`config.mk`:
```
export PLATFORM = sky130hd
export DESIGN_NAME = scd_strap_decode
export DESIGN_NICKNAME = d
export VERILOG_FILES = /design/src/logic/scd_pkg.sv /design/src/logic/scd_strap_sync.sv /design/src/logic/scd_strap_decode.sv
export SDC_FILE = /design/constraint.sdc
export NUM_CORES = 1
export LEC_CHECK = 0
export ABC_AREA = 1
export BUFFER_PORTS_ARGS = -buffer_cell sky130_fd_sc_hd__buf_2
export CORE_MARGIN = 5
export CORE_UTILIZATION = 55
export CTS_BUF_LIST = sky130_fd_sc_hd__clkbuf_4 sky130_fd_sc_hd__clkbuf_8
export DETAILED_ROUTE_END_ITERATION = 16
export PLACE_DENSITY = 0.9
export SLEW_MARGIN = 20
export SYNTH_ARGS = -nofsm -noshare
export SYNTH_HDL_FRONTEND = slang
export SYNTH_SLANG_ARGS = --single-unit
```
`constraint.sdc`:
```
create_clock -name i_clk -period 2.67 [get_ports i_clk]
set_clock_uncertainty 0.05 [all_clocks]
set_input_delay 0.1335 -clock i_clk [delete_from_list [all_inputs] [get_ports i_clk]]
set_output_delay 0.1335 -clock i_clk [all_outputs]
set_load 0.01 [all_outputs]
```
`src/logic/scd_pkg.sv`:
```
/*
 * Constants and types for the strap configuration decoder.
 * Assumes straps are board tie-offs, static once initialisation starts.
 */
// Functional notes
// - Resolution code selects auto TFT setup target
// - Drive strap picks low or high drive
// - Polarity strap picks pixel clock output edge
// - Host bus pair picks protocol, 01 reserved
// - 1bpp ratio codes give 4, 8, 16
// - 2bpp ratio codes give 8, 16, 32
// - 4bpp ratio codes give 16, 32, 64
// - Panel type picks pixel or shift clock
package scd_pkg;
	// Panel resolution codes
	localparam logic [2:0] SCD_RES_MANUAL = 3'h0;
	localparam logic [2:0] SCD_RES_QVGA = 3'h1;
	localparam logic [2:0] SCD_RES_WQVGA = 3'h2;
	localparam logic [2:0] SCD_RES_VGA = 3'h3;
	localparam logic [2:0] SCD_RES_WVGA = 3'h4;
	// Panel sizes, indexed by resolution code
	localparam logic [9:0] SCD_WIDTH_1 = 10'h140;
	localparam logic [9:0] SCD_WIDTH_2 = 10'h1e0;
	localparam logic [9:0] SCD_WIDTH_3 = 10'h280;
	localparam logic [9:0] SCD_WIDTH_4 = 10'h320;
	localparam logic [9:0] SCD_HEIGHT_1 = 10'h0f0;
	localparam logic [9:0] SCD_HEIGHT_2 = 10'h110;
	localparam logic [9:0] SCD_HEIGHT_3 = 10'h1e0;
	localparam logic [9:0] SCD_HEIGHT_4 = 10'h1e0;
	// Ratio as log2, base ratio 4:1 at 1bpp
	localparam logic [2:0] SCD_RATIO_LOG_BASE = 3'h2;
	localparam logic [1:0] SCD_RATIO_RESERVED = 2'h3;
	localparam logic [1:0] SCD_DEPTH_RESERVED = 2'h3;
	// Host bus protocol
	typedef enum logic [1:0] {
		SCD_BUS_GENERIC = 2'h0,
		SCD_BUS_RESERVED = 2'h1,
		SCD_BUS_ESTROBE = 2'h2,
		SCD_BUS_ASTROBE = 2'h3
	} scd_bus_t;
	// Loader states, Gray along the path
	typedef enum logic [1:0] {
		SCD_ST_RESET = 2'h0,
		SCD_ST_SAMPLE = 2'h1,
		SCD_ST_HOLD = 2'h3
	} scd_state_t;
	// Synchroniser settle cycles before sampling
	localparam logic [1:0] SCD_SETTLE_CYCLES = 2'h2;
	localparam int SCD_STRAP_W = 11;
endpackage : scd_pkg

```
`src/logic/scd_strap_sync.sv`:
```
/*
 * Two-flop synchroniser for the strap bundle.
 * Assumes straps arrive from pins, outside the clock domain.
 */
`timescale 1ns/100ps
module scd_strap_sync (
	// Clock and reset
	input wire logic i_clk,
	input wire logic i_srst,
	// Pin side
	input wire logic [scd_pkg::SCD_STRAP_W-1:0] i_pins,
	// Synchronised side
	output logic [scd_pkg::SCD_STRAP_W-1:0] o_sync
);
	import scd_pkg::*;
	logic [SCD_STRAP_W-1:0] meta_q; // First stage, read only by second

	// Two stages, reset to all low
	always_ff @(posedge i_clk) begin
		if (i_srst) begin
			meta_q <= '0;
			o_sync <= '0;
		end else begin
			meta_q <= i_pins;
			o_sync <= meta_q;
		end
	end
endmodule : scd_strap_sync

```
`src/logic/scd_strap_decode.sv`:
```
/*
 * Strap configuration decoder: catches the straps once after reset and
 * turns them into panel, host bus and shift clock settings.
 * Assumes straps are tied on the board and colour depth and panel type
 * come from register logic on the same clock.
 */
`timescale 1ns/100ps
module scd_strap_decode (
	// Clock and reset
	input wire logic i_clk,
	input wire logic i_srst,
	// Strap pins
	input wire logic i_auto_setup_strap,
	input wire logic i_drive_strength_strap,
	input wire logic i_clock_polarity_strap,
	input wire logic [2:0] i_panel_resolution_strap,
	input wire logic i_addressing_mode_strap,
	input wire logic [1:0] i_host_bus_select_strap,
	input wire logic [1:0] i_line_clock_ratio_strap,
	// Register settings
	input wire logic [1:0] i_colour_depth_field,
	input wire logic i_panel_type_select,
	// Status
	output logic o_config_valid,
	// Panel setup
	output logic o_auto_setup_en,
	output logic [2:0] o_panel_resolution,
	output logic [9:0] o_panel_width,
	output logic [9:0] o_panel_height,
	output logic o_tft_drive_high,
	output logic o_tft_change_rising,
	// Host bus
	output logic o_indirect_addr,
	output scd_pkg::scd_bus_t o_host_bus,
	// Shift clock
	output logic o_clock_is_tft,
	output logic [2:0] o_shift_ratio_log2,
	output logic o_shift_ratio_valid,
	// Reserved code flags
	output logic o_resolution_reserved,
	output logic o_bus_reserved,
	output logic o_ratio_reserved
);
	import scd_pkg::*;

	logic [SCD_STRAP_W-1:0] pins; // Strap bundle at the pins
	logic [SCD_STRAP_W-1:0] sync; // After two flops
	logic [SCD_STRAP_W-1:0] latch_q; // Captured once, then held
	scd_state_t state_q;
	scd_state_t state_d;
	logic [1:0] settle_q; // Cycles of synchroniser settling
	logic [1:0] settle_d;

	// Decoded fields of the captured straps
	wire auto_bit = latch_q[10];
	wire drive_bit = latch_q[9];
	wire pol_bit = latch_q[8];
	wire [2:0] res_code = latch_q[7:5];
	wire addr_bit = latch_q[4];
	wire [1:0] bus_code = latch_q[3:2];
	wire [1:0] ratio_code = latch_q[1:0];

	// Auto setup needs a known resolution code
	function automatic logic res_known(input logic [2:0] code);
		res_known = (code >= SCD_RES_QVGA) && (code <= SCD_RES_WVGA);
	endfunction : res_known

	assign pins = {i_auto_setup_strap, i_drive_strength_strap, i_clock_polarity_strap,
		i_panel_resolution_strap, i_addressing_mode_strap, i_host_bus_select_strap,
		i_line_clock_ratio_strap};

	// Pins pass two flops before any decode
	scd_strap_sync u_sync (
		.i_clk(i_clk),
		.i_srst(i_srst),
		.i_pins(pins),
		.o_sync(sync)
	);

	// Sample once after the synchroniser has filled, then hold
	wire settled = (settle_q == SCD_SETTLE_CYCLES);
	always_comb begin
		state_d = state_q;
		settle_d = settle_q;
		unique case (state_q)
			SCD_ST_RESET: begin
				settle_d = settle_q + 2'h1;
				if (settled) begin
					state_d = SCD_ST_SAMPLE;
				end
			end
			SCD_ST_SAMPLE: begin
				state_d = SCD_ST_HOLD;
			end
			SCD_ST_HOLD: begin
				state_d = SCD_ST_HOLD; // Never leaves; straps are static
			end
			default: begin
				state_d = SCD_ST_RESET;
			end
		endcase
	end

	// State and settle counter
	always_ff @(posedge i_clk) begin
		if (i_srst) begin
			state_q <= SCD_ST_RESET;
			settle_q <= 2'h0;
		end else begin
			state_q <= state_d;
			settle_q <= settle_d;
		end
	end

	// Capture only in the sample state; later changes are ignored
	always_ff @(posedge i_clk) begin
		if (i_srst) begin
			latch_q <= '0;
		end else if (state_q == SCD_ST_SAMPLE) begin
			latch_q <= sync;
		end
	end

	// Auto setup is on for a supported resolution code only
	wire auto_on = auto_bit && res_known(res_code);
	assign o_config_valid = (state_q == SCD_ST_HOLD);
	assign o_auto_setup_en = o_config_valid && auto_on;
	assign o_panel_resolution = auto_on ? res_code : SCD_RES_MANUAL;
	assign o_resolution_reserved = o_config_valid && auto_bit && !res_known(res_code);

	// Panel size lookup
	assign o_panel_width = (res_code == SCD_RES_QVGA) ? SCD_WIDTH_1 :
		(res_code == SCD_RES_WQVGA) ? SCD_WIDTH_2 :
		(res_code == SCD_RES_VGA) ? SCD_WIDTH_3 :
		(res_code == SCD_RES_WVGA) ? SCD_WIDTH_4 : 10'h000;
	assign o_panel_height = (res_code == SCD_RES_QVGA) ? SCD_HEIGHT_1 :
		(res_code == SCD_RES_WQVGA) ? SCD_HEIGHT_2 :
		(res_code == SCD_RES_VGA) ? SCD_HEIGHT_3 :
		(res_code == SCD_RES_WVGA) ? SCD_HEIGHT_4 : 10'h000;

	// Drive and edge straps only count in auto setup; board ties them low for the manual resolution code
	assign o_tft_drive_high = o_auto_setup_en && drive_bit;
	assign o_tft_change_rising = o_auto_setup_en && pol_bit;

	// Host addressing and protocol
	assign o_indirect_addr = addr_bit;
	assign o_host_bus = scd_bus_t'(bus_code);
	assign o_bus_reserved = o_config_valid && (bus_code == SCD_BUS_RESERVED);

	// Shared clock output role follows panel type
	assign o_clock_is_tft = i_panel_type_select;

	// Ratio log2 = base + depth + code; 4:1 doubles per step
	wire ratio_bad = (ratio_code == SCD_RATIO_RESERVED) || (i_colour_depth_field == SCD_DEPTH_RESERVED);
	wire [2:0] ratio_sum = SCD_RATIO_LOG_BASE + {1'b0, i_colour_depth_field} + {1'b0, ratio_code};
	// TFT mode expects the pair at 00, so ratio is unused there
	wire stn_mode = !i_panel_type_select;
	assign o_shift_ratio_log2 = ratio_bad ? 3'h0 : ratio_sum;
	assign o_shift_ratio_valid = o_config_valid && stn_mode && !ratio_bad;
	assign o_ratio_reserved = o_config_valid && stn_mode && ratio_bad;

	// Checks
	hold_stable_a: assert property (@(posedge i_clk) disable iff (i_srst)
		o_config_valid |=> $stable(latch_q) && o_config_valid)
		else $error("straps changed after capture");
	valid_time_a: assert property (@(posedge i_clk) disable iff (i_srst)
		$fell(i_srst) |-> !o_config_valid ##4 o_config_valid)
		else $error("capture timing wrong");
	drive_gate_a: assert property (@(posedge i_clk) disable iff (i_srst)
		o_tft_drive_high |-> o_auto_setup_en && latch_q[9])
		else $error("drive high without auto setup");
	edge_gate_a: assert property (@(posedge i_clk) disable iff (i_srst)
		o_auto_setup_en |-> o_tft_change_rising == latch_q[8])
		else $error("edge select wrong");
	res_manual_a: assert property (@(posedge i_clk) disable iff (i_srst)
		(o_config_valid && latch_q[7:5] == 3'h0) |-> !o_auto_setup_en && o_panel_resolution == 3'h0)
		else $error("manual code enabled auto setup");
	bus_reserved_a: assert property (@(posedge i_clk) disable iff (i_srst)
		o_bus_reserved |-> o_host_bus == SCD_BUS_RESERVED)
		else $error("reserved bus flag wrong");
	addr_mode_a: assert property (@(posedge i_clk) disable iff (i_srst)
		o_config_valid |-> o_indirect_addr == latch_q[4])
		else $error("addressing mode wrong");
	ratio_1bpp_a: assert property (@(posedge i_clk) disable iff (i_srst)
		(o_shift_ratio_valid && i_colour_depth_field == 2'h0 && latch_q[1:0] == 2'h0) |-> o_shift_ratio_log2 == 3'h2)
		else $error("1bpp ratio wrong");
	ratio_2bpp_a: assert property (@(posedge i_clk) disable iff (i_srst)
		(o_shift_ratio_valid && i_colour_depth_field == 2'h1 && latch_q[1:0] == 2'h2) |-> o_shift_ratio_log2 == 3'h5)
		else $error("2bpp ratio wrong");
	ratio_4bpp_a: assert property (@(posedge i_clk) disable iff (i_srst)
		(o_shift_ratio_valid && i_colour_depth_field == 2'h2 && latch_q[1:0] == 2'h2) |-> o_shift_ratio_log2 == 3'h6)
		else $error("4bpp ratio wrong");
	clk_role_a: assert property (@(posedge i_clk) disable iff (i_srst)
		o_shift_ratio_valid |-> !o_clock_is_tft)
		else $error("ratio valid in TFT mode");
	auto_cov: cover property (@(posedge i_clk) disable iff (i_srst) o_auto_setup_en && o_tft_drive_high);
	stn_cov: cover property (@(posedge i_clk) disable iff (i_srst) o_shift_ratio_valid);
	resv_cov: cover property (@(posedge i_clk) disable iff (i_srst) o_bus_reserved);
endmodule : scd_strap_decode

```
==> impl_metrics.toml <==
[critical_path]
end_kind = "primary output"
cp_data_arrival_time_ps = 1580
cpPeakStageDelay_ps = 360
r2r_cells = 5
path_depth = 7
cp_slowest_cell = "dfxtp_1"
cp-start-kind = "flip-flop"
crit_type = "reg -> out"
critPathBufInv = 4
cpLargestDelayFamily = "adder cells"
worstPathCellList = "inv_1 > ha_1 > inv_1 > ha_1 > inv_1 > nor2_1 > buf_2"
cp_max_fo = 3
required_ps = 2490
crit_path_frequent_cell = "inv_1"

[power_and_ir_drop]
power_mw = 1.55
cellLeakagePower_nw = 1.04
p_per_area_nw_per_um2 = 831
ir_worst_vdd_mv = 0.628

[timing]
final.setup.worst_slack_ps = 902
grt_setup_unrepaired = "no"
tns_ps = 0
slew_violations = 0
setup_violations = 0
period_needed_ps = 1770
fmax_ghz = 0.566
fin_crit_sh_pct = 66.2
whs_ps = 146
finalHoldViolCount = 0

[clock_tree]
postCtsHoldBufs = 11
cts_setup_buffers = 0
cts_made_buffers = 5
clockBufferDepth = 2
cts_tree = "done"
cts_resized = 0
clkSlewWorstSetupHoldPaths_ps = 100
insertion_delay_ps = 330
cts_sinks = 37
htreeDepth = 2
cts_root_buf = "clkbuf_4"

[final_layout]
final_cell_mix = "60 x nor2_1, 43 x buf_2, 40 x inv_1"
areaGrowthSynthToFinish_pct = 20.5
fillCellCount = 246
fin_area_um2 = 1870
instances_no_fill = 289
final_core_util_pct = 68.3
drive_gt1_share_pct = 21.7
layout_commonest_cell = "nor2_1"
antennaDiodeCount = 0
fin_nets = 277

[die]
dieWidth_um = 63.1
start_util_pct = 56.7
fp.dieH_um = 63.1
die_area_um2 = 3980
fp-row-count = 19
design.core.area_um2 = 2730
io_pins = 54

[logic_synthesis]
synth_mux_area_share_pct = 0
syn_area_um2 = 1550
yosys.area.top_type_share_pct = 47.8
yosys_warnings = 0
synthTopCellsByArea = "dfxtp_1 48%, nor2_1 15%, inv_1 9.7%, buf_4 7.8%, nand2_1 4.4%"
synth-xor-area-share_pct = 0.565
ys_seq_elements = 37
syn_avg_cell_area_um2 = 7.41
synth_compound_area_share_pct = 5.33
yosysTopAreaCell = "dfxtp_1"
ys_types = 18
synth_top_family_by_area = "simple AND/OR/NAND/NOR gates"
synth_simple_gate_area_share_pct = 21.7
synth_cells = 209
synth_fa_ha_area_share_pct = 3.23
seq_area_frac_synth_pct = 47.8

[place]
placed_cell_area_um2 = 1670
portBuffers = 43
dp.final_hpwl_mm = 1.73
gp_congestion = 0.701
preCtsSetupSlack_ps = 1270
post-place-cells = 270

[detailed_routing]
met3WireLength_um = 258
vias = 1224
drtIter0Drc = 62
wl_met2_mm = 1.06
ant_nets = 0
maxUsedRoutingLayer = "met4"
viasPerCell = 4.24
drt-total-wl_mm = 2.37
wl_met1_um = 955
post_drt_wl_per_cell_um = 8.19
drcViolationCount = 0
firstDrtPassIters = 4

[min_path]
hold_class = "in -> reg"
hold_depth = 2

[global_route]
grt_pass1_vias = 1065
grt_max_degree = 27
antenna_found_initial = 0
grt_pass1_wl_mm = 4.20
grt-ovfl-total = 0
track_usage_pct = 13.5

[run_status]
status = "complete, no violations"

[flow_run]
drv_cap = 0
## worst paths after layout
| path | start | end | slack, ps |
|---|---|---|---|
| hold reg to reg | u_sync.meta_q[6]$_SDFF_PP0_ | u_sync.o_sync[6]$_SDFF_PP0_ | 350 |
| hold / removal | i_srst | u_sync.o_sync[7]$_SDFF_PP0_ | 150 |
| setup / recovery | latch_q[1]$_SDFFE_PP0P_ | o_shift_ratio_log2[1] | 900 |
| setup reg to reg | state_q[1]$_SDFFE_PP0P_ | latch_q[6]$_SDFFE_PP0P_ | 1610 |
## area by class of cell
| cell class | count | area [um2] | area share [%] |
|---|---|---|---|
| flip-flops and latches | 37 | 741 | 39.7 |
| multi-input cells | 117 | 515 | 27.6 |
| well taps | 31 | 38.8 | 2.08 |
| clock inverters | 1 | 30.0 | 1.61 |
| repair buffers | 54 | 325 | 17.4 |
| clock buffers | 7 | 58.8 | 3.15 |
| inverters | 42 | 158 | 8.45 |
## kinds of logic after synthesis
group,Yosys count
AOI/OAI and AO/OA,16
xor gates and xnor gates,1
adders and majority gates,4
buffers and inverters,64
DFF,37
other,1
and+or+nand+nor,86
## worst register-to-register path, stage by stage (launching register included)
cell	delay, ps
dfxtp_1	410
inv_2	60
nand2_2	160
inv_2	130
nor2_1	110
nor2_1	60
## where the power goes
part	leakage (nW)	switching [mW]	total (mW)	internal (mW)
clock network	0.0489	0.166	0.400	0.234
logic	0.689	0.277	0.463	0.185
registers	0.305	0.0542	0.688	0.634
total	1.04	0.498	1.55	1.05
## registers in the layout, summed over array words and instances (netlist names)
signal         count
u_sync.o_sync     11
u_sync.meta_q     11
settle_q           2
latch_q           11
state_q            2
## layer usage
layer | up-vias | track usage, %
met5 | - | 0
met1 | 490 | 13.3
met2 | 50 | 22.1
met3 | 8 | 4.80
li1 | 676 | -
met4 | 0 | 11.9
## synthesized netlist by cell type, drive strengths merged
library cell   n
nor3           1
nor2          61
o21ai         13
ha             4
a21boi         1
buf           22
a21oi          2
nand3          4
nand2         20
dfxtp         37
conb           1
xor2           1
inv           42
(Power assumes the default switching activity.)
